`src/core/rsq_pkg.sv`:
```
/*
 Constants for the system reset sequencer: timing, register map, bit layout.
 Assumes a 20 MHz system clock and a 32-bit AXI4-Lite register bus.
*/
package rsq_pkg;
	// Clock and timing figures
	localparam int CLK_PERIOD_NS = 50;
	localparam int PIN_MIN_CYCLES = 4;
	localparam int STOP_FILTER_NS = 12;
	localparam int STOP_FILTER_CYCLES = (STOP_FILTER_NS + CLK_PERIOD_NS - 1) / CLK_PERIOD_NS;
	localparam int POR_TIME_US = 1000;
	localparam int XTAL_TIME_US = 4000;
	localparam int POR_CYCLES_DEF = POR_TIME_US * 1000 / CLK_PERIOD_NS;
	localparam int XTAL_CYCLES_DEF = XTAL_TIME_US * 1000 / CLK_PERIOD_NS;
	localparam int HOLD_CYCLES = 1;
	// Register byte offsets
	localparam logic [7:0] OFS_DBG_CTRL = 8'h00;
	localparam logic [7:0] OFS_STATUS = 8'h04;
	localparam logic [7:0] OFS_MASK = 8'h08;
	localparam logic [7:0] OFS_STATE = 8'h0C;
	// Debugger control bit
	localparam int CTRL_RST_BIT = 0;
	localparam logic [7:0] CTRL_RESET = 8'h00;
	// Status and mask layout
	localparam int STAT_W = 5;
	localparam int ST_POR_BIT = 0;
	localparam int ST_WDT_BIT = 1;
	localparam int ST_PIN_BIT = 2;
	localparam int ST_DBG_BIT = 3;
	localparam int ST_WIRQ_BIT = 4;
	localparam logic [STAT_W-1:0] STATUS_RESET = 5'h00;
	localparam logic [STAT_W-1:0] MASK_RESET = 5'h00;
	// Bus responses
	localparam logic [1:0] RESP_OKAY = 2'h0;
	localparam logic [1:0] RESP_SLVERR = 2'h2;
	// Sequencer states
	typedef enum logic [1:0] {
		RSQ_POR_WAIT,
		RSQ_HOLD,
		RSQ_RUN
	} rsq_state_t;
endpackage

```
`src/core/rsq_sync2.sv`:
```
/*
 Two-flop synchroniser for one level.
 Assumes the input may change at any time relative to aclk.
*/
`timescale 1ns/1ps
module rsq_sync2
	import rsq_pkg::*;
(
	input wire logic aclk,
	input wire logic aresetn,
	input wire logic async_in,
	output logic sync_out
);
	logic meta_reg;
	logic meta_next;
	logic sync_reg;
	logic sync_next;

	// First stage feeds only the second
	always_comb begin
		meta_next = async_in;
		sync_next = meta_reg;
	end

	always_ff @(posedge aclk) begin
		if (!aresetn) begin
			meta_reg <= 1'b0;
			sync_reg <= 1'b0;
		end else begin
			meta_reg <= meta_next;
			sync_reg <= sync_next;
		end
	end

	assign sync_out = sync_reg;
endmodule

```
`src/core/rsq_width_filter.sv`:
```
/*
 Minimum-width filter: output rises on the MIN_CYCLES-th consecutive
 high sample of the input, and falls with the input.
 Assumes a synchronous input.
*/
`timescale 1ns/1ps
module rsq_width_filter
	import rsq_pkg::*;
#(
	parameter int MIN_CYCLES = 4
) (
	input wire logic aclk,
	input wire logic aresetn,
	input wire logic level_in,
	output logic long_enough
);
	localparam int CW = $clog2(MIN_CYCLES + 1);
	localparam logic [CW-1:0] LIMIT = CW'(MIN_CYCLES);
	logic [CW-1:0] cnt_reg;
	logic [CW-1:0] cnt_next;

	initial begin
		if (MIN_CYCLES < 1) $error("MIN_CYCLES must be at least 1");
	end

	// Saturating run length; a short pulse restarts from zero
	always_comb begin
		if (!level_in) cnt_next = '0;
		else if (cnt_reg == LIMIT) cnt_next = cnt_reg;
		else cnt_next = cnt_reg + CW'(1);
	end

	always_ff @(posedge aclk) begin
		if (!aresetn) cnt_reg <= '0;
		else cnt_reg <= cnt_next;
	end

	// Count holds earlier samples; the current one completes the run
	assign long_enough = level_in && (cnt_reg >= LIMIT - CW'(1));
endmodule

```
`src/core/rsq_sequencer.sv`:
```
/*
 System reset sequencer: gathers power-on/brown-out, watchdog, reset pin
 and debugger reset requests, times the power-on delay, records causes.
 Assumes mode and option inputs are synchronous and the debugger and this
 register file sit on aresetn only, so a system reset leaves them intact.
*/
// The placing of the registers and register access over AXI4-Lite are this design's own decisions.
// Functional notes
// - Accept POR/brown-out, watchdog, pin and debugger reset requests.
// - Pin reset needs at least four clocks low; shorter pulses ignored.
// - Writing 1 to debugger control bit 0 resets all but the debugger; in stop mode the code holds the bit set and only resets once stop mode ends.
// - In stop mode pin pulses under 12 ns ignored, wider ones reset; the code resets on any low caught at one clock edge, whatever its width.
// - After supply is good, stay in reset until power-on counter expires.
// - Crystal option selects a longer power-on time-out.
// - Leaving reset, the processor is told to fetch its reset vector.
// - Power-on reset sets the power-on status flag.
// - Option bit keeps brown-out detection active or off in stop mode.
// - Watchdog time-out resets when its reset-select option is 1.
// - With reset-select 0, a watchdog time-out raises an interrupt instead.
// - A watchdog reset sets the watchdog status flag.
`timescale 1ns/1ps
module rsq_sequencer
	import rsq_pkg::*;
#(
	parameter int POR_CYCLES = POR_CYCLES_DEF,
	parameter int XTAL_CYCLES = XTAL_CYCLES_DEF
) (
	input wire logic aclk,
	input wire logic aresetn,
	input wire logic supply_ok,
	input wire logic stop_mode,
	input wire logic xtal_enable,
	input wire logic brownout_active_in_stop,
	input wire logic watchdog_reset_select,
	input wire logic watchdog_timeout,
	input wire logic reset_pin_n,
	input wire logic debug_pin_n,
	output logic sys_reset_n,
	output logic fetch_vector,
	output logic irq,
	input wire logic [7:0] s_axi_awaddr,
	input wire logic s_axi_awvalid,
	output logic s_axi_awready,
	input wire logic [31:0] s_axi_wdata,
	input wire logic [3:0] s_axi_wstrb,
	input wire logic s_axi_wvalid,
	output logic s_axi_wready,
	output logic [1:0] s_axi_bresp,
	output logic s_axi_bvalid,
	input wire logic s_axi_bready,
	input wire logic [7:0] s_axi_araddr,
	input wire logic s_axi_arvalid,
	output logic s_axi_arready,
	output logic [31:0] s_axi_rdata,
	output logic [1:0] s_axi_rresp,
	output logic s_axi_rvalid,
	input wire logic s_axi_rready
);
	initial begin
		if (POR_CYCLES < 1 || XTAL_CYCLES < POR_CYCLES) $error("Bad power-on counts");
	end

	logic pin_low_s;
	logic pin_req_norm;
	logic pin_req_stop;
	logic pin_req;
	logic dbgpin_req;
	logic wdt_rst;
	logic wdt_int;
	logic dbg_req;
	logic por_cond;
	logic ext_req;
	logic [31:0] por_limit;

	// Pin first synchronised, then width-checked
	rsq_sync2 u_pin_sync (
		.aclk(aclk),
		.aresetn(aresetn),
		.async_in(!reset_pin_n),
		.sync_out(pin_low_s)
	);

	rsq_width_filter #(.MIN_CYCLES(PIN_MIN_CYCLES)) u_pin_norm (
		.aclk(aclk),
		.aresetn(aresetn),
		.level_in(pin_low_s),
		.long_enough(pin_req_norm)
	);

	// No clock edge resolves 12 ns; one sampled cycle is the narrowest catch
	rsq_width_filter #(.MIN_CYCLES(STOP_FILTER_CYCLES)) u_pin_stop (
		.aclk(aclk),
		.aresetn(aresetn),
		.level_in(pin_low_s),
		.long_enough(pin_req_stop)
	);

	// Register state
	logic [7:0] ctrl_reg, ctrl_next;
	logic [STAT_W-1:0] status_reg, status_next;
	logic [STAT_W-1:0] mask_reg, mask_next;
	logic aw_have_reg, aw_have_next;
	logic w_have_reg, w_have_next;
	logic [7:0] awaddr_reg, awaddr_next;
	logic [31:0] wdata_reg, wdata_next;
	logic [3:0] wstrb_reg, wstrb_next;
	logic bvalid_reg, bvalid_next;
	logic [1:0] bresp_reg, bresp_next;
	logic rvalid_reg, rvalid_next;
	logic [1:0] rresp_reg, rresp_next;
	logic [31:0] rdata_reg, rdata_next;

	// Sequencer state
	rsq_state_t state_reg, state_next;
	logic [31:0] por_cnt_reg, por_cnt_next;
	logic sys_reset_n_reg, sys_reset_n_next;
	logic fetch_reg, fetch_next;

	// Request sources
	always_comb begin
		pin_req = stop_mode ? pin_req_stop : pin_req_norm;
		dbgpin_req = stop_mode && !debug_pin_n;
		dbg_req = ctrl_reg[CTRL_RST_BIT] && !stop_mode;
		wdt_rst = watchdog_timeout && watchdog_reset_select;
		wdt_int = watchdog_timeout && !watchdog_reset_select;
		por_cond = !supply_ok && !(stop_mode && !brownout_active_in_stop);
		ext_req = wdt_rst || pin_req || dbg_req || dbgpin_req;
		por_limit = xtal_enable ? XTAL_CYCLES : POR_CYCLES;
	end

	// Reset sequence: power-on wait, hold until no request remains, run
	always_comb begin
		state_next = state_reg;
		por_cnt_next = por_cnt_reg;
		case (state_reg)
			RSQ_POR_WAIT: begin
				if (por_cond) begin
					por_cnt_next = '0;
				end else if (por_cnt_reg >= por_limit - 32'd1) begin
					state_next = RSQ_HOLD;
					por_cnt_next = '0;
				end else begin
					por_cnt_next = por_cnt_reg + 32'd1;
				end
			end
			RSQ_HOLD: begin
				if (por_cond) state_next = RSQ_POR_WAIT;
				else if (!ext_req) state_next = RSQ_RUN;
			end
			RSQ_RUN: begin
				if (por_cond) state_next = RSQ_POR_WAIT;
				else if (ext_req) state_next = RSQ_HOLD;
			end
			default: state_next = RSQ_POR_WAIT;
		endcase
		// Output registered so release is glitch-free and synchronous
		sys_reset_n_next = (state_next == RSQ_RUN);
		fetch_next = (state_next == RSQ_RUN) && (state_reg != RSQ_RUN);
	end

	always_ff @(posedge aclk) begin
		if (!aresetn) begin
			state_reg <= RSQ_POR_WAIT;
			por_cnt_reg <= '0;
			sys_reset_n_reg <= 1'b0;
			fetch_reg <= 1'b0;
		end else begin
			state_reg <= state_next;
			por_cnt_reg <= por_cnt_next;
			sys_reset_n_reg <= sys_reset_n_next;
			fetch_reg <= fetch_next;
		end
	end

	// Bus slave and registers; writes land once address and data both held
	always_comb begin
		logic do_write;
		logic rd_hit;
		do_write = aw_have_reg && w_have_reg && !bvalid_reg;
		rd_hit = s_axi_arvalid && !rvalid_reg;
		aw_have_next = aw_have_reg;
		w_have_next = w_have_reg;
		awaddr_next = awaddr_reg;
		wdata_next = wdata_reg;
		wstrb_next = wstrb_reg;
		bvalid_next = bvalid_reg;
		bresp_next = bresp_reg;
		rvalid_next = rvalid_reg;
		rresp_next = rresp_reg;
		rdata_next = rdata_reg;
		ctrl_next = ctrl_reg;
		mask_next = mask_reg;
		status_next = status_reg;
		if (s_axi_awvalid && s_axi_awready) begin
			aw_have_next = 1'b1;
			awaddr_next = s_axi_awaddr;
		end
		if (s_axi_wvalid && s_axi_wready) begin
			w_have_next = 1'b1;
			wdata_next = s_axi_wdata;
			wstrb_next = s_axi_wstrb;
		end
		if (s_axi_bvalid && s_axi_bready) bvalid_next = 1'b0;
		if (s_axi_rvalid && s_axi_rready) rvalid_next = 1'b0;
		// Hardware drops the debugger request once the hold is reached
		if (state_reg == RSQ_HOLD) ctrl_next[CTRL_RST_BIT] = 1'b0;
		if (do_write) begin
			aw_have_next = 1'b0;
			w_have_next = 1'b0;
			bvalid_next = 1'b1;
			bresp_next = RESP_OKAY;
			case (awaddr_reg & 8'hFC)
				OFS_DBG_CTRL: if (wstrb_reg[0]) ctrl_next = wdata_reg[7:0];
				OFS_MASK: if (wstrb_reg[0]) mask_next = wdata_reg[STAT_W-1:0];
				OFS_STATUS, OFS_STATE: bresp_next = RESP_OKAY;
				default: bresp_next = RESP_SLVERR;
			endcase
		end
		if (rd_hit) begin
			rvalid_next = 1'b1;
			rresp_next = RESP_OKAY;
			rdata_next = 32'h0000_0000;
			case (s_axi_araddr & 8'hFC)
				OFS_DBG_CTRL: rdata_next[7:0] = ctrl_reg;
				OFS_STATUS: begin
					rdata_next[STAT_W-1:0] = status_reg;
					status_next = '0; // read clears
				end
				OFS_MASK: rdata_next[STAT_W-1:0] = mask_reg;
				OFS_STATE: rdata_next[2:0] = {sys_reset_n_reg, state_reg};
				default: rresp_next = RESP_SLVERR;
			endcase
		end
		// Causes set after the read clear so a same-cycle event survives
		if (state_reg == RSQ_POR_WAIT && state_next == RSQ_HOLD) status_next[ST_POR_BIT] = 1'b1;
		if (wdt_rst) status_next[ST_WDT_BIT] = 1'b1;
		if (pin_req) status_next[ST_PIN_BIT] = 1'b1;
		if (dbg_req || dbgpin_req) status_next[ST_DBG_BIT] = 1'b1;
		if (wdt_int) status_next[ST_WIRQ_BIT] = 1'b1;
	end

	always_ff @(posedge aclk) begin
		if (!aresetn) begin
			aw_have_reg <= 1'b0;
			w_have_reg <= 1'b0;
			awaddr_reg <= 8'h00;
			wdata_reg <= 32'h0000_0000;
			wstrb_reg <= 4'h0;
			bvalid_reg <= 1'b0;
			bresp_reg <= RESP_OKAY;
			rvalid_reg <= 1'b0;
			rresp_reg <= RESP_OKAY;
			rdata_reg <= 32'h0000_0000;
			ctrl_reg <= CTRL_RESET;
			mask_reg <= MASK_RESET;
			status_reg <= STATUS_RESET;
		end else begin
			aw_have_reg <= aw_have_next;
			w_have_reg <= w_have_next;
			awaddr_reg <= awaddr_next;
			wdata_reg <= wdata_next;
			wstrb_reg <= wstrb_next;
			bvalid_reg <= bvalid_next;
			bresp_reg <= bresp_next;
			rvalid_reg <= rvalid_next;
			rresp_reg <= rresp_next;
			rdata_reg <= rdata_next;
			ctrl_reg <= ctrl_next;
			mask_reg <= mask_next;
			status_reg <= status_next;
		end
	end

	// Outputs
	assign s_axi_awready = !aw_have_reg && !bvalid_reg;
	assign s_axi_wready = !w_have_reg && !bvalid_reg;
	assign s_axi_bvalid = bvalid_reg;
	assign s_axi_bresp = bresp_reg;
	assign s_axi_arready = !rvalid_reg;
	assign s_axi_rvalid = rvalid_reg;
	assign s_axi_rresp = rresp_reg;
	assign s_axi_rdata = rdata_reg;
	assign sys_reset_n = sys_reset_n_reg;
	assign fetch_vector = fetch_reg;
	assign irq = |(status_reg & mask_reg);
endmodule

```
`config.mk`:
```
export PLATFORM = sky130hd
export DESIGN_NAME = rsq_sequencer
export DESIGN_NICKNAME = d
export VERILOG_FILES = /design/src/core/rsq_pkg.sv /design/src/core/rsq_sync2.sv /design/src/core/rsq_width_filter.sv /design/src/core/rsq_sequencer.sv
export SDC_FILE = /design/constraint.sdc
export NUM_CORES = 1
export LEC_CHECK = 0
export BUFFER_PORTS_ARGS = -buffer_cell sky130_fd_sc_hd__buf_4
export CORE_ASPECT_RATIO = 1.25
export CORE_UTILIZATION = 52
export DETAILED_ROUTE_END_ITERATION = 10
export PLACE_DENSITY_LB_ADDON = 0.3
export SLEW_MARGIN = 25
export SYNTH_ARGS = -nofsm -noshare
export SYNTH_HDL_FRONTEND = slang
export SYNTH_SLANG_ARGS = --single-unit
export TNS_END_PERCENT = 10
```
`constraint.sdc`:
```
create_clock -name aclk -period 2.6 [get_ports aclk]
set_input_delay 0.52 -clock aclk [delete_from_list [all_inputs] [get_ports aclk]]
set_output_delay 0.52 -clock aclk [all_outputs]
set_load 0.02 [all_outputs]
```
# Word-level counts from Yosys, hierarchy flattened
# Cells that the tools add are included.
[totals]
ff_bits = 93
input_bits = 67
output_inout_bits = 44
wordCells = 140
[op_classes]
add_sub_neg = 4
magnitude_cmp = 3
n_eq_ne = 12
n_mux = 32
n_bitwise = 2
reduce_logical = 61
[op_table]
columns = ["operator", "count"]
rows = [
  ["2-to-1 mux 32 bit", 2],
  ["adder 32 x 1 -> 32 bit (second input constant)", 1],
  [">= comparator 32 bit", 1],
  ["== test 6 x 2 -> 1 bit (second input constant)", 4],
  ["nonzero test 2 bit", 12],
  ["logical AND 1 bit", 19],
  ["subtractor 17 x 1 -> 18 bit (second input constant)", 1],
  ["2-to-1 mux 17 bit", 1],
  ["zero test 8 bit", 2],
  ["2-to-1 mux 2 bit", 8],
  ["2-to-1 mux 1 bit", 15],
  ["== test 6 x 1 -> 1 bit (second input constant)", 2],
  ["one-hot mux 2 bit (3 select lines)", 2],
  ["one-hot mux 3 bit (4 select lines)", 1],
  ["AND reduction 2 bit", 6],
  ["zero test 1 bit", 11],
  ["2-to-1 mux 5 bit", 2],
  ["OR reduction 4 bit", 2],
  ["AND reduction 3 bit", 2],
  ["bitwise AND 5 bit", 1],
  ["OR reduction 5 bit", 1],
  ["== test 2 x 1 -> 1 bit (second input constant)", 2],
  ["== test 2 bit (second input constant)", 2],
  ["logical OR 1 bit", 4],
  ["other kinds (10)", 10],
]

# Depth between registers and ports, before layout
# Gate-level depths: netlist of the first run.
[logic_depth]
word_depth = 13
ltp_mapped = 9
depth_no_buf = 8

# Hierarchy
# Synthesis of the first run repeated with hierarchy kept, for this count alone.
[unflattened]
hier_cells = 433
area_unflattened_um2 = 3971.3
[modules_own_cells]
columns = ["module", "n_inst", "cells_per_inst", "area_per_inst_um2", "seq_area_each_um2"]
rows = [
  ["rsq_sequencer", 1, 408, 3737.3, 1661.6],
  ["rsq_width_filter (u_pin_norm)", 1, 20, 173.9, 60.1],
  ["rsq_sync2", 1, 4, 52.6, 40.0],
  ["rsq_width_filter (u_pin_stop)", 1, 1, 7.5, 0.0],
]

# Worst setup path before layout of the first run
# OpenSTA, ideal clock, no wires.
[synth_timing]
path_kind = "input port to flip-flop"
startpoint = "input port xtal_enable"
endpoint = "register por_cnt_reg[17]"
setup_ns = 0.070
arrival_time_ns = 2.306
required_ns = 2.530
slack_ns = 0.224
path_stages = 8
n_path_buf = 0
path_cell_list = "inv_1 -> ha_1 -> a211oi_1 -> o21ai_0 -> a211oi_2 -> o211ai_1 -> or4_1 -> a21boi_1"
[synth_between]
elab_chain_cells = 5
[synth_lines]
columns = ["item", "line", "rtl"]
rows = [
  ["from (decl)", "rsq_sequencer.sv:32", "input wire logic xtal_enable,"],
  ["2-to-1 mux 17 bit", "rsq_sequencer.sv:128", "por_limit = xtal_enable ? XTAL_CYCLES : POR_CYCLES;"],
  ["subtractor 17 x 1 -> 18 bit", "rsq_sequencer.sv:139", "end else if (por_cnt_reg >= por_limit - 32'd1) begin"],
  [">= comparator 32 bit", "rsq_sequencer.sv:139", ""],
  ["2-to-1 mux 32 bit", "rsq_sequencer.sv:139", ""],
  ["2-to-1 mux 32 bit", "rsq_sequencer.sv:137", "if (por_cond) begin"],
  ["to (signal assigned)", "rsq_sequencer.sv:169", "por_cnt_reg <= por_cnt_next;"],
  ["to (decl)", "rsq_sequencer.sv:115", "logic [31:0] por_cnt_reg, por_cnt_next;"],
]
# No other way between the ends.
# A chain may end at the register's enable or synchronous reset.

# Worst setup path after layout of the first run
[layout_timing]
startpoint = "register por_cnt_reg[16]"
endpoint = "register por_cnt_reg[4]"
[layout_between]
elab_chain_cells = 3
[layout_lines]
columns = ["item", "line"]
rows = [
  [">= comparator 32 bit", "rsq_sequencer.sv:139"],
  ["2-to-1 mux 32 bit", "rsq_sequencer.sv:139"],
  ["2-to-1 mux 32 bit", "rsq_sequencer.sv:137"],
]
# No other way between the ends.

==> metrics.md, run 1 <==
| Metric | Value |
|---|---|
| Outcome | `finished, final reports clean` |
| Clock skew | `0.00919 ns` |
| Largest net degree at the start of global routing | `38` |
| Final setup violating endpoints | `0` |
| Sw Share | `25.0%` |
| Design area | `4660 um^2` |
| R2r startpoint | `por_cnt_reg[16]` |
| GRT Util Overall | `19.7%` |
| Setup CP Type | `flop to flop` |
| Post-synth EDFFs | `0` |
| First-pass GRT wire length | `12300 um` |
| Hold Slack | `0.301 ns` |
| Resized cells post-CTS | `0` |
| Worst EP required | `2.85 ns` |
| Gpl congestion | `0.784` |
| RSZ-0062 raised after global routing | `no` |
| Final core utilization | `62.6%` |
| Worst setup EP type | `flop` |
| WL per Instance | `12.7 um` |
| Longest Clk Path Bufs | `2` |
| Largest register FFs | `32` |
| Hold-fix buffers at CTS | `0` |
| Post-synthesis xor/xnor area fraction | `1.52%` |
| Diode count | `0` |
| Reg2reg end | `por_cnt_reg[4]` |
| Post-route ant nets | `0` |
| Post-CTS setup buffers | `0` |
| Syn Inst Count | `434` |
| H-tree Lvls | `3` |
| Starting Density | `54.0%` |
| R2r setup slk | `0.26 ns` |
| Main combinational cell family by area after synthesis | `simple AND/OR/NAND/NOR gates` |
| Vias | `3117` |
| Share of cells above drive strength 1 | `18.4%` |
| Final nets | `574` |
| Slew @ Worst Pin | `0.780 ns` |
| Asr flop ratio synth | `0%` |
| Seq/Total Area, Yosys | `43.8%` |
| Pint | `1.94 mW` |
| Switching power | `647 uW` |
| Final Hold Vio Count | `0` |
| Pwr per Cell Area | `555 nW/um^2` |
| P_leak | `2.03 nW` |
| Hpwl dp | `5580 um` |
| Mux cell area share after synthesis | `6.66%` |
| Mapped cell area | `4020 um^2` |
| Post-synthesis simple-gate area fraction | `23.4%` |
| Worst setup SP type | `flop` |
| Starting DRC count in detailed routing | `120` |
| Vias in the first global route | `2805` |
| Crit-path max FO | `8` |
| Worst path arrival time | `2.59 ns` |
| Die area | `8090 um^2` |
| Via density | `5.27` |
| Total CTS buffers | `9` |
| Fin crit period | `2.34 ns` |
| Port bufs | `53` |
| Io pins | `111` |
| Post-route DRC | `0` |
| Skew-Pair Late Insertion Delay | `0.36 ns` |
| Clock share of power | `36.1%` |
| Syn Area/Cell | `9.27 um^2` |
| Synth-to-layout area growth | `15.9%` |
| GR Util met2 | `34.9%` |
| Die height | `100 um` |
| Top Usage Layer GRT | `met2` |
| Core area | `7440 um^2` |
| Hold wc startpoint | `reset_pin_n` |
| Setup slack after layout | `0.265 ns` |
| Peak supply drop | `0.574 mV` |
| TritonCTS clock tree | `yes` |
| Root Buffer | `clkbuf_8` |
| Die Width | `80.7 um` |
| Sequential power share | `54.2%` |
| Post-synthesis compound-gate area fraction | `13.7%` |
| Yosys warns | `0` |
| Fmax | `428 MHz` |
| Yosys cell types | `50` |
| Max-slew violations | `0` |
| Top FF cell, synth | `dfxtp_1` |
| #FFs+latches synth | `88` |
| Routed wire length | `7510 um` |
| Sink Count | `88` |
| Area after DPL | `4470 um^2` |
| Min-Delay Endpoint | `u_pin_sync.meta_reg` |
| FF-to-FF path depth | `8` |
| Hold crit path type | `primary input to flop` |
| Adder-cell share of the synthesized area | `3.73%` |
| Pre-CTS WS | `-0.0936 ns` |
| Max-slew headroom | `47.5%` |
| Row cnt | `35` |
| Hold path cells | `2` |
| M1 GR Usage | `22.2%` |
| Comb pwr share | `9.7%` |
| TritonRoute pass-1 iters | `4` |
| GR Util met3 | `4.27%` |
| Initial antenna violation count | `0` |
| CTS clk-pin slew, worst paths | `0.09 ns` |
| Max-Cap Viols | `0` |
| Final worst-path cycle share | `89.8%` |
| GRT overflow | `0` |
## worst max path at each step
stage	start	to	cells after the start
after floorplan	xtal_enable	por_cnt_reg[17]	8
after global placement	xtal_enable	por_cnt_reg[4]	10
after detailed placement	xtal_enable	por_cnt_reg[4]	10
after CTS	por_cnt_reg[16]	por_cnt_reg[4]	8
after global routing	por_cnt_reg[6]	por_cnt_reg[17]	7
final	por_cnt_reg[16]	por_cnt_reg[4]	8
## cell usage after synthesis (2+ instances only)
master    number  area [um^2]
dfxtp_1       88         1760
nand2_1       54          203
nor2b_1       33          206
buf_4         26          195
o21ai_0       25          125
mux2i_1       20          200
and2_1        17          106
nor2_1        17         63.8
nand3_1       15         75.1
a21boi_0      13         97.6
ha_1          12          150
clkbuf_1      11         41.3
a22oi_1       10         75.1
a21o_1         9         67.6
and3_1         8         50.1
inv_1          8         30.0
nor3b_1        7         52.6
nor4_1         6         37.5
a21oi_1        5         25.0
a211oi_1       4         30.0
xor2_1         4         35.0
mux4_2         3         67.6
nand2b_1       3         18.8
xnor2_1        3         26.3
and4_1         2         17.5
buf_2          2         10.0
nand3b_1       2         15.0
nor3_1         2         10.0
o211a_1        2         20.0
o21ai_1        2         10.0
or4_1          2         15.0
## power by group through the flow
stage,clock (mW),combinational [mW],sequential (mW)
2_1_floorplan,0,0.189,1.43
3_3_place_gp,0,0.246,1.43
3_5_place_dp,0,0.253,1.43
4_1_cts,0.961,0.254,1.40
5_1_grt,1.01,0.280,1.41
6_report,0.933,0.252,1.40
## worst max-delay path: stages, from the launching register on
cell,delay (ns)
dfxtp_1,0.36
ha_1,0.28
or4b_4,0.47
nor4_2,0.32
a211oi_2,0.16
o2111ai_2,0.14
buf_4,0.20
o21ai_0,0.08
a21o_1,0.22
## stage by stage
step                instances  power [mW]  TNS, ns
floorplan                 459        1.62        0
global placement          576        1.68  -0.0275
detailed placement        576        1.69   -0.759
CTS                       592        2.62        0
finish                    592        2.59        0
global route              592        2.70        0
## metal layers
metal,part of all wire (%),vias to the layer above,routed length [um]
met4,1.4,0,104
met2,51,66,3830
met1,44,1463,3300
met5,0,-,0
met3,3.6,11,270
li1,-,1577,-
## kinds of logic (layout without fill, tap and decap cells)
family,Yosys count,in the layout
and+or+nand+nor,175,175
DFF,88,88
AOI/OAI and AO/OA,80,80
buffers and inverters,48,89
muxes,23,23
adders and majority gates,12,12
xor gates and xnor gates,7,7
other,1,26
## final cells by class
| type | instances | area [um^2] |
|---|---|---|
| Tap cell | 92 | 115 |
| Clock inverter | 6 | 66.3 |
| Timing Repair Buffer | 65 | 488 |
| Sequential cell | 88 | 1760 |
| Fill cell | 627 | 2780 |
| Multi-Input combinational cell | 323 | 2070 |
| Inverter | 8 | 30.0 |
| Clock buffer | 10 | 128 |
## cells in the final DEF, fill, tap and decap left out, types with 2 or more instances in the layout
cell and instances:
inv_1 8, nor3b_1 7, a21boi_0 13, nand3_1 15, or4_1 2, clkinv_2 2, conb_1 26, and2_1 17
a211oi_1 4, and3_1 8, o211a_1 2, buf_4 65, nand3b_1 2, a21oi_1 5, a21o_1 9, o21ai_1 2
xor2_1 4, ha_1 12, and4_1 2, mux4_2 3, nand2_1 54, nor4_1 6, nor2b_1 33, mux2i_1 20
nor2_1 17, nand2b_1 3, clkbuf_8 9, dfxtp_1 88, o21ai_0 25, a22oi_1 10, xnor2_1 3, nor3_1 2
inv_6 2
(Power assumes the default switching activity.)
==> run 2: changes to the inputs <==
--- a/config.mk
+++ b/config.mk
@@ -13,5 +13,6 @@
 export SLEW_MARGIN = 25
 export SYNTH_ARGS = -nofsm -noshare
 export SYNTH_HDL_FRONTEND = slang
+export SYNTH_HIERARCHICAL = 1
 export SYNTH_SLANG_ARGS = --single-unit
 export TNS_END_PERCENT = 10
==> run 2 against run 1 <==
- routed wire length is 4.9% higher
- highest routed layer unchanged
- critical path depth is 2 lower
- combinational power hardly changed
- critical path type unchanged
- critical endpoint is now por_cnt_reg[6]
- synthesized area is 1.2% lower
==> metrics.md, run 2 <==
| Metric | Value |
|---|---|
| Hold-fix buffers at CTS | `0 (unchanged)` |
| Pre-CTS WS | `0.227 ns (was -0.0936 ns)` |
| TritonRoute pass-1 iters | `4 (unchanged)` |
| Routed wire length | `7880 um (was 7510 um)` |
| GRT Util Overall | `21.0% (was 19.7%)` |
| Asr flop ratio synth | `0% (unchanged)` |
| FF-to-FF path depth | `6 (was 8)` |
| Syn Area/Cell | `9.17 um^2 (was 9.27 um^2)` |
| Yosys warns | `6 (was 0)` |
| Crit-path max FO | `7 (was 8)` |
| H-tree Lvls | `3 (unchanged)` |
| Final nets | `568 (was 574)` |
| Largest register FFs | `32 (unchanged)` |
| Vias in the first global route | `3029 (was 2805)` |
| Post-synthesis xor/xnor area fraction | `1.32% (was 1.52%)` |
| Share of cells above drive strength 1 | `17.0% (was 18.4%)` |
| Final worst-path cycle share | `77.4% (was 89.8%)` |
| Commonest non-fill, non-tap cell in the layout | `dfxtp_1 (unchanged)` |
| Share of the synthesized area in the top cell type | `44.4% (was 43.8%)` |
| Worst path slowest cell | `dfxtp_1 (was or4b_4)` |
| Die height | `99.7 um (was 100 um)` |
| Fin Setup TNS | `0 ns (unchanged)` |
| Vias | `3153 (was 3117)` |
| Fillers | `639 (was 627)` |
| Worst setup SP type | `flop (unchanged)` |
| Post-route DRC | `0 (unchanged)` |
| Most common cell in the synthesized netlist | `dfxtp_1 (unchanged)` |
| FF/Latch Area | `1760 um^2 (unchanged)` |
| Post-synthesis simple-gate area fraction | `22.4% (was 23.4%)` |
| Sink Count | `88 (unchanged)` |
| CTS clk-pin slew, worst paths | `0.09 ns (about the same)` |
| Final core utilization | `61.3% (was 62.6%)` |
| Die Width | `80.2 um (was 80.7 um)` |
| Clock skew | `0.00647 ns (was 0.00919 ns)` |
| Area contributors post-synth | `dfxtp_1 (44%), mux2i_1 (5.5%), buf_4 (5.1%) (was dfxtp_1 (44%), nor2b_1 (5.1%), nand2_1 (5.0%))` |
| P_leak | `1.98 nW (was 2.03 nW)` |
| Longest Clk Path Bufs | `2 (unchanged)` |
| CP top delay family | `compound AO/OA/AOI/OAI gates (was simple AND/OR/NAND/NOR gates)` |
| Worst path bufs/invs | `0 (was 1)` |
| CP dominant cell by count | `o21ai_0` |
| Main combinational cell family by area after synthesis | `simple AND/OR/NAND/NOR gates (unchanged)` |
| Worst path arrival time | `2.29 ns (was 2.59 ns)` |
| Post-synth EDFFs | `0 (unchanged)` |
| Commonest non-fill, non-tap cells in the layout | `dfxtp_1 (88), buf_4 (63), nor2_1 (44), nand2_1 (44), conb_1 (26) (was dfxtp_1 (88), buf_4 (65), nand2_1 (54), nor2b_1 (33), conb_1 (26))` |
| Mapped cell area | `3970 um^2 (was 4020 um^2)` |
| Peak supply drop | `0.284 mV (was 0.574 mV)` |
| WL per Instance | `13.4 um (was 12.7 um)` |
| Most common library cells after synthesis | `dfxtp_1 (88), nand2_1 (44), nor2_1 (44) (was dfxtp_1 (88), nand2_1 (54), nor2b_1 (33))` |
| Syn Inst Count | `433 (was 434)` |
| Outcome | `finished, final reports clean (unchanged)` |
| Die area | `7990 um^2 (was 8090 um^2)` |
| GRT overflow | `0 (unchanged)` |
| Starting Density | `53.7% (was 54.0%)` |
| Root Buffer | `clkbuf_8 (unchanged)` |
| Initial antenna violation count | `0 (unchanged)` |
| Area of the multi-input gates | `1980 um^2 (was 2070 um^2)` |
| Resized cells post-CTS | `0 (unchanged)` |
| Post-route ant nets | `0 (unchanged)` |
| Worst setup EP type | `flop (unchanged)` |
| Diode count | `0 (unchanged)` |
| Worst EP required | `2.87 ns (was 2.85 ns)` |
| Core area | `7400 um^2 (was 7440 um^2)` |
| Placed insts | `570 (was 576)` |
| Design area | `4540 um^2 (was 4660 um^2)` |
| Setup slack after layout | `0.587 ns (was 0.265 ns)` |
| Adder-cell share of the synthesized area | `3.78% (was 3.73%)` |
| Post-synthesis compound-gate area fraction | `12.6% (was 13.7%)` |
| Post-CTS setup buffers | `0 (unchanged)` |
| Io pins | `111 (unchanged)` |
| Max-Cap Viols | `0 (unchanged)` |
| Setup CP Type | `flop to flop (unchanged)` |
| Area after DPL | `4360 um^2 (was 4470 um^2)` |
| Crit path cell chain | `ha_1 > a211o_1 > o21ai_0 > nand3b_1 > or2_0 > o21ai_0 (was ha_1 > or4b_4 > nor4_2 > a211oi_2 > o2111ai_2 > buf_4 > o21ai_0 > a21o_1)` |
| Via density | `5.38 (was 5.27)` |
| Synth-to-layout area growth | `14.3% (was 15.9%)` |
| Pwr per Cell Area | `551 nW/um^2 (was 555 nW/um^2)` |
| Yosys cell types | `52 (was 50)` |
| Skew-Pair Late Insertion Delay | `0.35 ns (was 0.36 ns)` |
| Final Hold Vio Count | `0 (unchanged)` |
| Row cnt | `35 (unchanged)` |
| Yosys top cell by area | `dfxtp_1 (unchanged)` |
| First-pass GRT wire length | `13200 um (was 12300 um)` |
| TritonCTS clock tree | `yes (unchanged)` |
| Largest net degree at the start of global routing | `44 (was 38)` |
| Gpl congestion | `0.835 (was 0.784)` |
| Non-Filler Instances | `586 (was 592)` |
| Hold path cells | `3 (was 2)` |
| Mux cell area share after synthesis | `7.25% (was 6.66%)` |
| Hpwl dp | `5890 um (was 5580 um)` |
| Max-slew violations | `0 (unchanged)` |
| Hold crit path type | `primary input to flop (unchanged)` |
| Port bufs | `53 (unchanged)` |
| #FFs+latches synth | `88 (unchanged)` |
| Max-slew headroom | `54.8% (was 47.5%)` |
| Starting DRC count in detailed routing | `124 (was 120)` |
| Total CTS buffers | `9 (unchanged)` |
| Stages on worst setup path | `6 (was 8)` |
| Slew @ Worst Pin | `0.674 ns (was 0.780 ns)` |
| Power, Total | `2.50 mW (was 2.59 mW)` |
| RSZ-0062 raised after global routing | `no (unchanged)` |
| Final setup violating endpoints | `0 (unchanged)` |
| Seq/Total Area, Yosys | `44.4% (was 43.8%)` |
| Top FF cell, synth | `dfxtp_1 (unchanged)` |
| Fmax | `497 MHz (was 428 MHz)` |
| Critical Path Max Stage Delay | `0.41 ns (was 0.47 ns)` |
| Fin crit period | `2.01 ns (was 2.34 ns)` |
| Hold Slack | `0.399 ns (was 0.301 ns)` |
## run 2: changes by cell type after synthesis, sizes merged, moves of 4 or more
cell    delta
nor2      +27
nor2b     -27
a21oi     +16
a21boi    -13
o21ai     -13
nand2     -10
o31ai      +8
nand3      -7
nor3       +6
nor4b      +5
a211oi     -4
## run 2: layout make-up
cell class	count	area share [%]
Clock buffer	12	3.20
Clock inverter	4	0.662
Inverter	10	0.827
Multi-Input combinational cell	317	43.6
Sequential cell	88	38.8
Tap cell	92	2.54
Timing Repair Buffer	63	10.4
## run 2: tightest hold or removal path, cell delays in order
cell and delay (ns):
buf_4 0.08, mux2i_1 0.05, nor2_1 0.07
## run 2: logic make-up after synthesis
logic type | Yosys count
AO/OA/AOI/OAI | 77
other | 1
AND/OR/NAND/NOR | 171
XOR/XNOR | 6
flip-flops | 88
adder cells (fa/ha/maj) | 12
multiplexers | 25
buffers and inverters | 53
## run 2: routing by layer
layer,track usage [%],share of wire [%]
met3,3.85,3.4
met4,9.48,2.2
met1,23.2,43
met2,38.2,51
met5,0,0
## run 2: final timing paths
check                                          from                  end  slack, ns
worst max-delay path                por_cnt_reg[14]       por_cnt_reg[6]       0.59
worst min-delay path                s_axi_awaddr[3]        awaddr_reg[3]       0.40
worst max register to register      por_cnt_reg[14]       por_cnt_reg[6]       0.59
worst min register to register  u_pin_sync/meta_reg  u_pin_sync/sync_out       0.45
## run 2: where the power goes
part,switching [mW],internal [mW]
clock network,0.473,0.376
logic,0.147,0.102
registers,0.0241,1.38
==> run 3: changes to the inputs <==
==> constraint.sdc (replaced) <==
create_clock -name aclk -period 2.05 [get_ports aclk]
set_input_delay 0.41 -clock aclk [delete_from_list [all_inputs] [get_ports aclk]]
set_output_delay 0.41 -clock aclk [all_outputs]
set_load 0.02 [all_outputs]
==> run 3 against run 2 <==
- power is 33% higher
- first-iteration DRC count is 12% lower
- clock power is 43% higher
- routed wire length is 0.57% higher
- combinational power is 33% higher
- clock skew is 0.0018 ns higher
- sequential power is 27% higher
- non-clock buffer count is 10 higher
- sequential share of layout area is 0.99 points lower
- clock-buffer cell count is 3 lower
- die area stayed put
==> metrics.md, run 3 (synthesized netlist as in run 2, its figures left out) <==
| Metric | Value |
|---|---|
| Outcome | `finished, final reports clean (unchanged)` |
| Sequential power share | `53.6% (was 56.1%)` |
| H-tree Lvls | `3 (unchanged)` |
| Sw Share | `25.6% (was 25.7%)` |
| Io pins | `111 (unchanged)` |
| GRT overflow | `0 (unchanged)` |
| Worst EP required | `2.35 ns (was 2.87 ns)` |
| Critical Path Max Stage Delay | `0.32 ns (was 0.41 ns)` |
| Hpwl dp | `5940 um (was 5890 um)` |
| Hold crit path type | `primary input to flop (unchanged)` |
| Skew-Pair Late Insertion Delay | `0.35 ns (about the same)` |
| Fmax | `521 MHz (was 497 MHz)` |
| Crit path cell chain | `ha_1 > a211o_1 > o21ai_1 > nand3b_1 > buf_4 > o31ai_1 > a21o_1 (was ha_1 > a211o_1 > o21ai_0 > nand3b_1 > or2_0 > o21ai_0)` |
| RSZ-0062 raised after global routing | `no (unchanged)` |
| Final nets | `578 (was 568)` |
| Switching power | `852 uW (was 644 uW)` |
| Final Hold Vio Count | `0 (unchanged)` |
| Slew @ Worst Pin | `0.792 ns (was 0.674 ns)` |
| Final worst-path cycle share | `93.6% (was 77.4%)` |
| Core area | `7400 um^2 (unchanged)` |
| Post-route ant nets | `0 (unchanged)` |
| Comb pwr share | `10.0% (about the same)` |
| Vias in the first global route | `2985 (was 3029)` |
| Post-CTS setup buffers | `0 (unchanged)` |
| Resized cells post-CTS | `0 (unchanged)` |
| Post-route DRC | `0 (unchanged)` |
| Starting DRC count in detailed routing | `109 (was 124)` |
| Max-slew headroom | `46.8% (was 54.8%)` |
| Pwr per Cell Area | `713 nW/um^2 (was 551 nW/um^2)` |
| Vias | `3153 (unchanged)` |
| Root Buffer | `clkbuf_8 (unchanged)` |
| Fin Setup TNS | `0 ns (unchanged)` |
| Longest Clk Path Bufs | `2 (unchanged)` |
| Worst path slowest cell | `dfxtp_1 (unchanged)` |
| Max-slew violations | `0 (unchanged)` |
| Routed wire length | `7920 um (was 7880 um)` |
| CTS clk-pin slew, worst paths | `0.09 ns (about the same)` |
| P_leak | `2.06 nW (was 1.98 nW)` |
| Starting Density | `53.7% (unchanged)` |
| Die height | `99.7 um (unchanged)` |
| Die area | `7990 um^2 (unchanged)` |
| Peak supply drop | `0.480 mV (was 0.284 mV)` |
| Design area | `4660 um^2 (was 4540 um^2)` |
| Total CTS buffers | `9 (unchanged)` |
| Area after DPL | `4440 um^2 (was 4360 um^2)` |
| Die Width | `80.2 um (unchanged)` |
| Gpl congestion | `0.907 (was 0.835)` |
| Commonest non-fill, non-tap cell in the layout | `dfxtp_1 (unchanged)` |
| Diode count | `0 (unchanged)` |
| Row cnt | `35 (unchanged)` |
| Commonest non-fill, non-tap cells in the layout | `dfxtp_1 (88), buf_4 (73), nor2_1 (44), nand2_1 (44), conb_1 (26) (was dfxtp_1 (88), buf_4 (63), nor2_1 (44), nand2_1 (44), conb_1 (26))` |
| Max-Cap Viols | `0 (unchanged)` |
| Largest register FFs | `32 (unchanged)` |
| Worst setup EP type | `flop (unchanged)` |
| Via density | `5.29 (was 5.38)` |
| CP top delay family | `compound AO/OA/AOI/OAI gates (unchanged)` |
| Pint | `2.47 mW (was 1.86 mW)` |
| WL per Instance | `13.3 um (was 13.4 um)` |
| Clock skew | `0.00827 ns (was 0.00647 ns)` |
| TritonRoute pass-1 iters | `4 (unchanged)` |
| Share of cells above drive strength 1 | `19.8% (was 17.0%)` |
| First-pass GRT wire length | `12900 um (was 13200 um)` |
| Worst path arrival time | `2.22 ns (was 2.29 ns)` |
| Largest net degree at the start of global routing | `44 (unchanged)` |
| Hold-fix buffers at CTS | `0 (unchanged)` |
| Port bufs | `53 (unchanged)` |
| Crit-path max FO | `17 (was 7)` |
| Worst setup SP type | `flop (unchanged)` |
| Sink Count | `88 (unchanged)` |
| Synth-to-layout area growth | `17.3% (was 14.3%)` |
| GRT Util Overall | `20.8% (was 21.0%)` |
| Fin crit period | `1.92 ns (was 2.01 ns)` |
| Worst path bufs/invs | `1 (was 0)` |
| Initial antenna violation count | `0 (unchanged)` |
| Final setup violating endpoints | `0 (unchanged)` |
| R2r setup slk | `0.13 ns (was 0.59 ns)` |
| Setup CP Type | `flop to flop (unchanged)` |
| Clock share of power | `36.4% (was 33.9%)` |
| TritonCTS clock tree | `yes (unchanged)` |
run 3: final cells by class:
type | count | area, um^2
repair buffers | 73 | 548
flip-flops and latches | 88 | 1760
clock buffers | 9 | 124
fillers | 653 | 2740
multi-input cells | 317 | 1990
inverters | 10 | 37.5
well taps | 92 | 115
clock inverters | 7 | 77.6
run 3: per-stage QoR:
step                setup slack, ns  hold slack, ns  cells  utilization (%)  power, mW
finish                        0.132           0.297    596             62.9       3.32
global route                 0.0241           0.288    596             62.9       3.46
CTS                          0.0319           0.280    596             62.7       3.36
detailed placement           -0.173           0.429    580             60.0       2.15
global placement             -0.170           0.421    580             60.0       2.14
floorplan                   0.00842           0.412    458                -       2.07
run 3: layer usage:
layer	up-vias	GRT usage [%]	part of all wire, %
met1	1488	22.5	42
met4	0	6.87	1.0
met3	6	4.22	3.2
met2	53	39.3	54
li1	1606	-	-
met5	-	0	0
run 3: power groups by stage:
| stage | combinational, mW | clock [mW] | sequential, mW |
|---|---|---|---|
| after CTS | 0.331 | 1.25 | 1.78 |
| after global placement | 0.320 | 0 | 1.82 |
| after floorplan | 0.248 | 0 | 1.82 |
| final | 0.331 | 1.21 | 1.78 |
| after detailed placement | 0.329 | 0 | 1.82 |
| after global routing | 0.362 | 1.31 | 1.79 |
run 3: final timing paths:
path,from,to,depth (start not counted)
max,por_cnt_reg[14],por_cnt_reg[7],7
max reg2reg,por_cnt_reg[14],por_cnt_reg[7],7
min reg2reg,u_pin_sync/meta_reg,u_pin_sync/sync_out,1
min,s_axi_wdata[7],wdata_reg[7],3
run 3: worst min-delay path, stage by stage:
cell and delay [ns]:
buf_4 0.11, nand2_1 0.04, a21oi_1 0.05
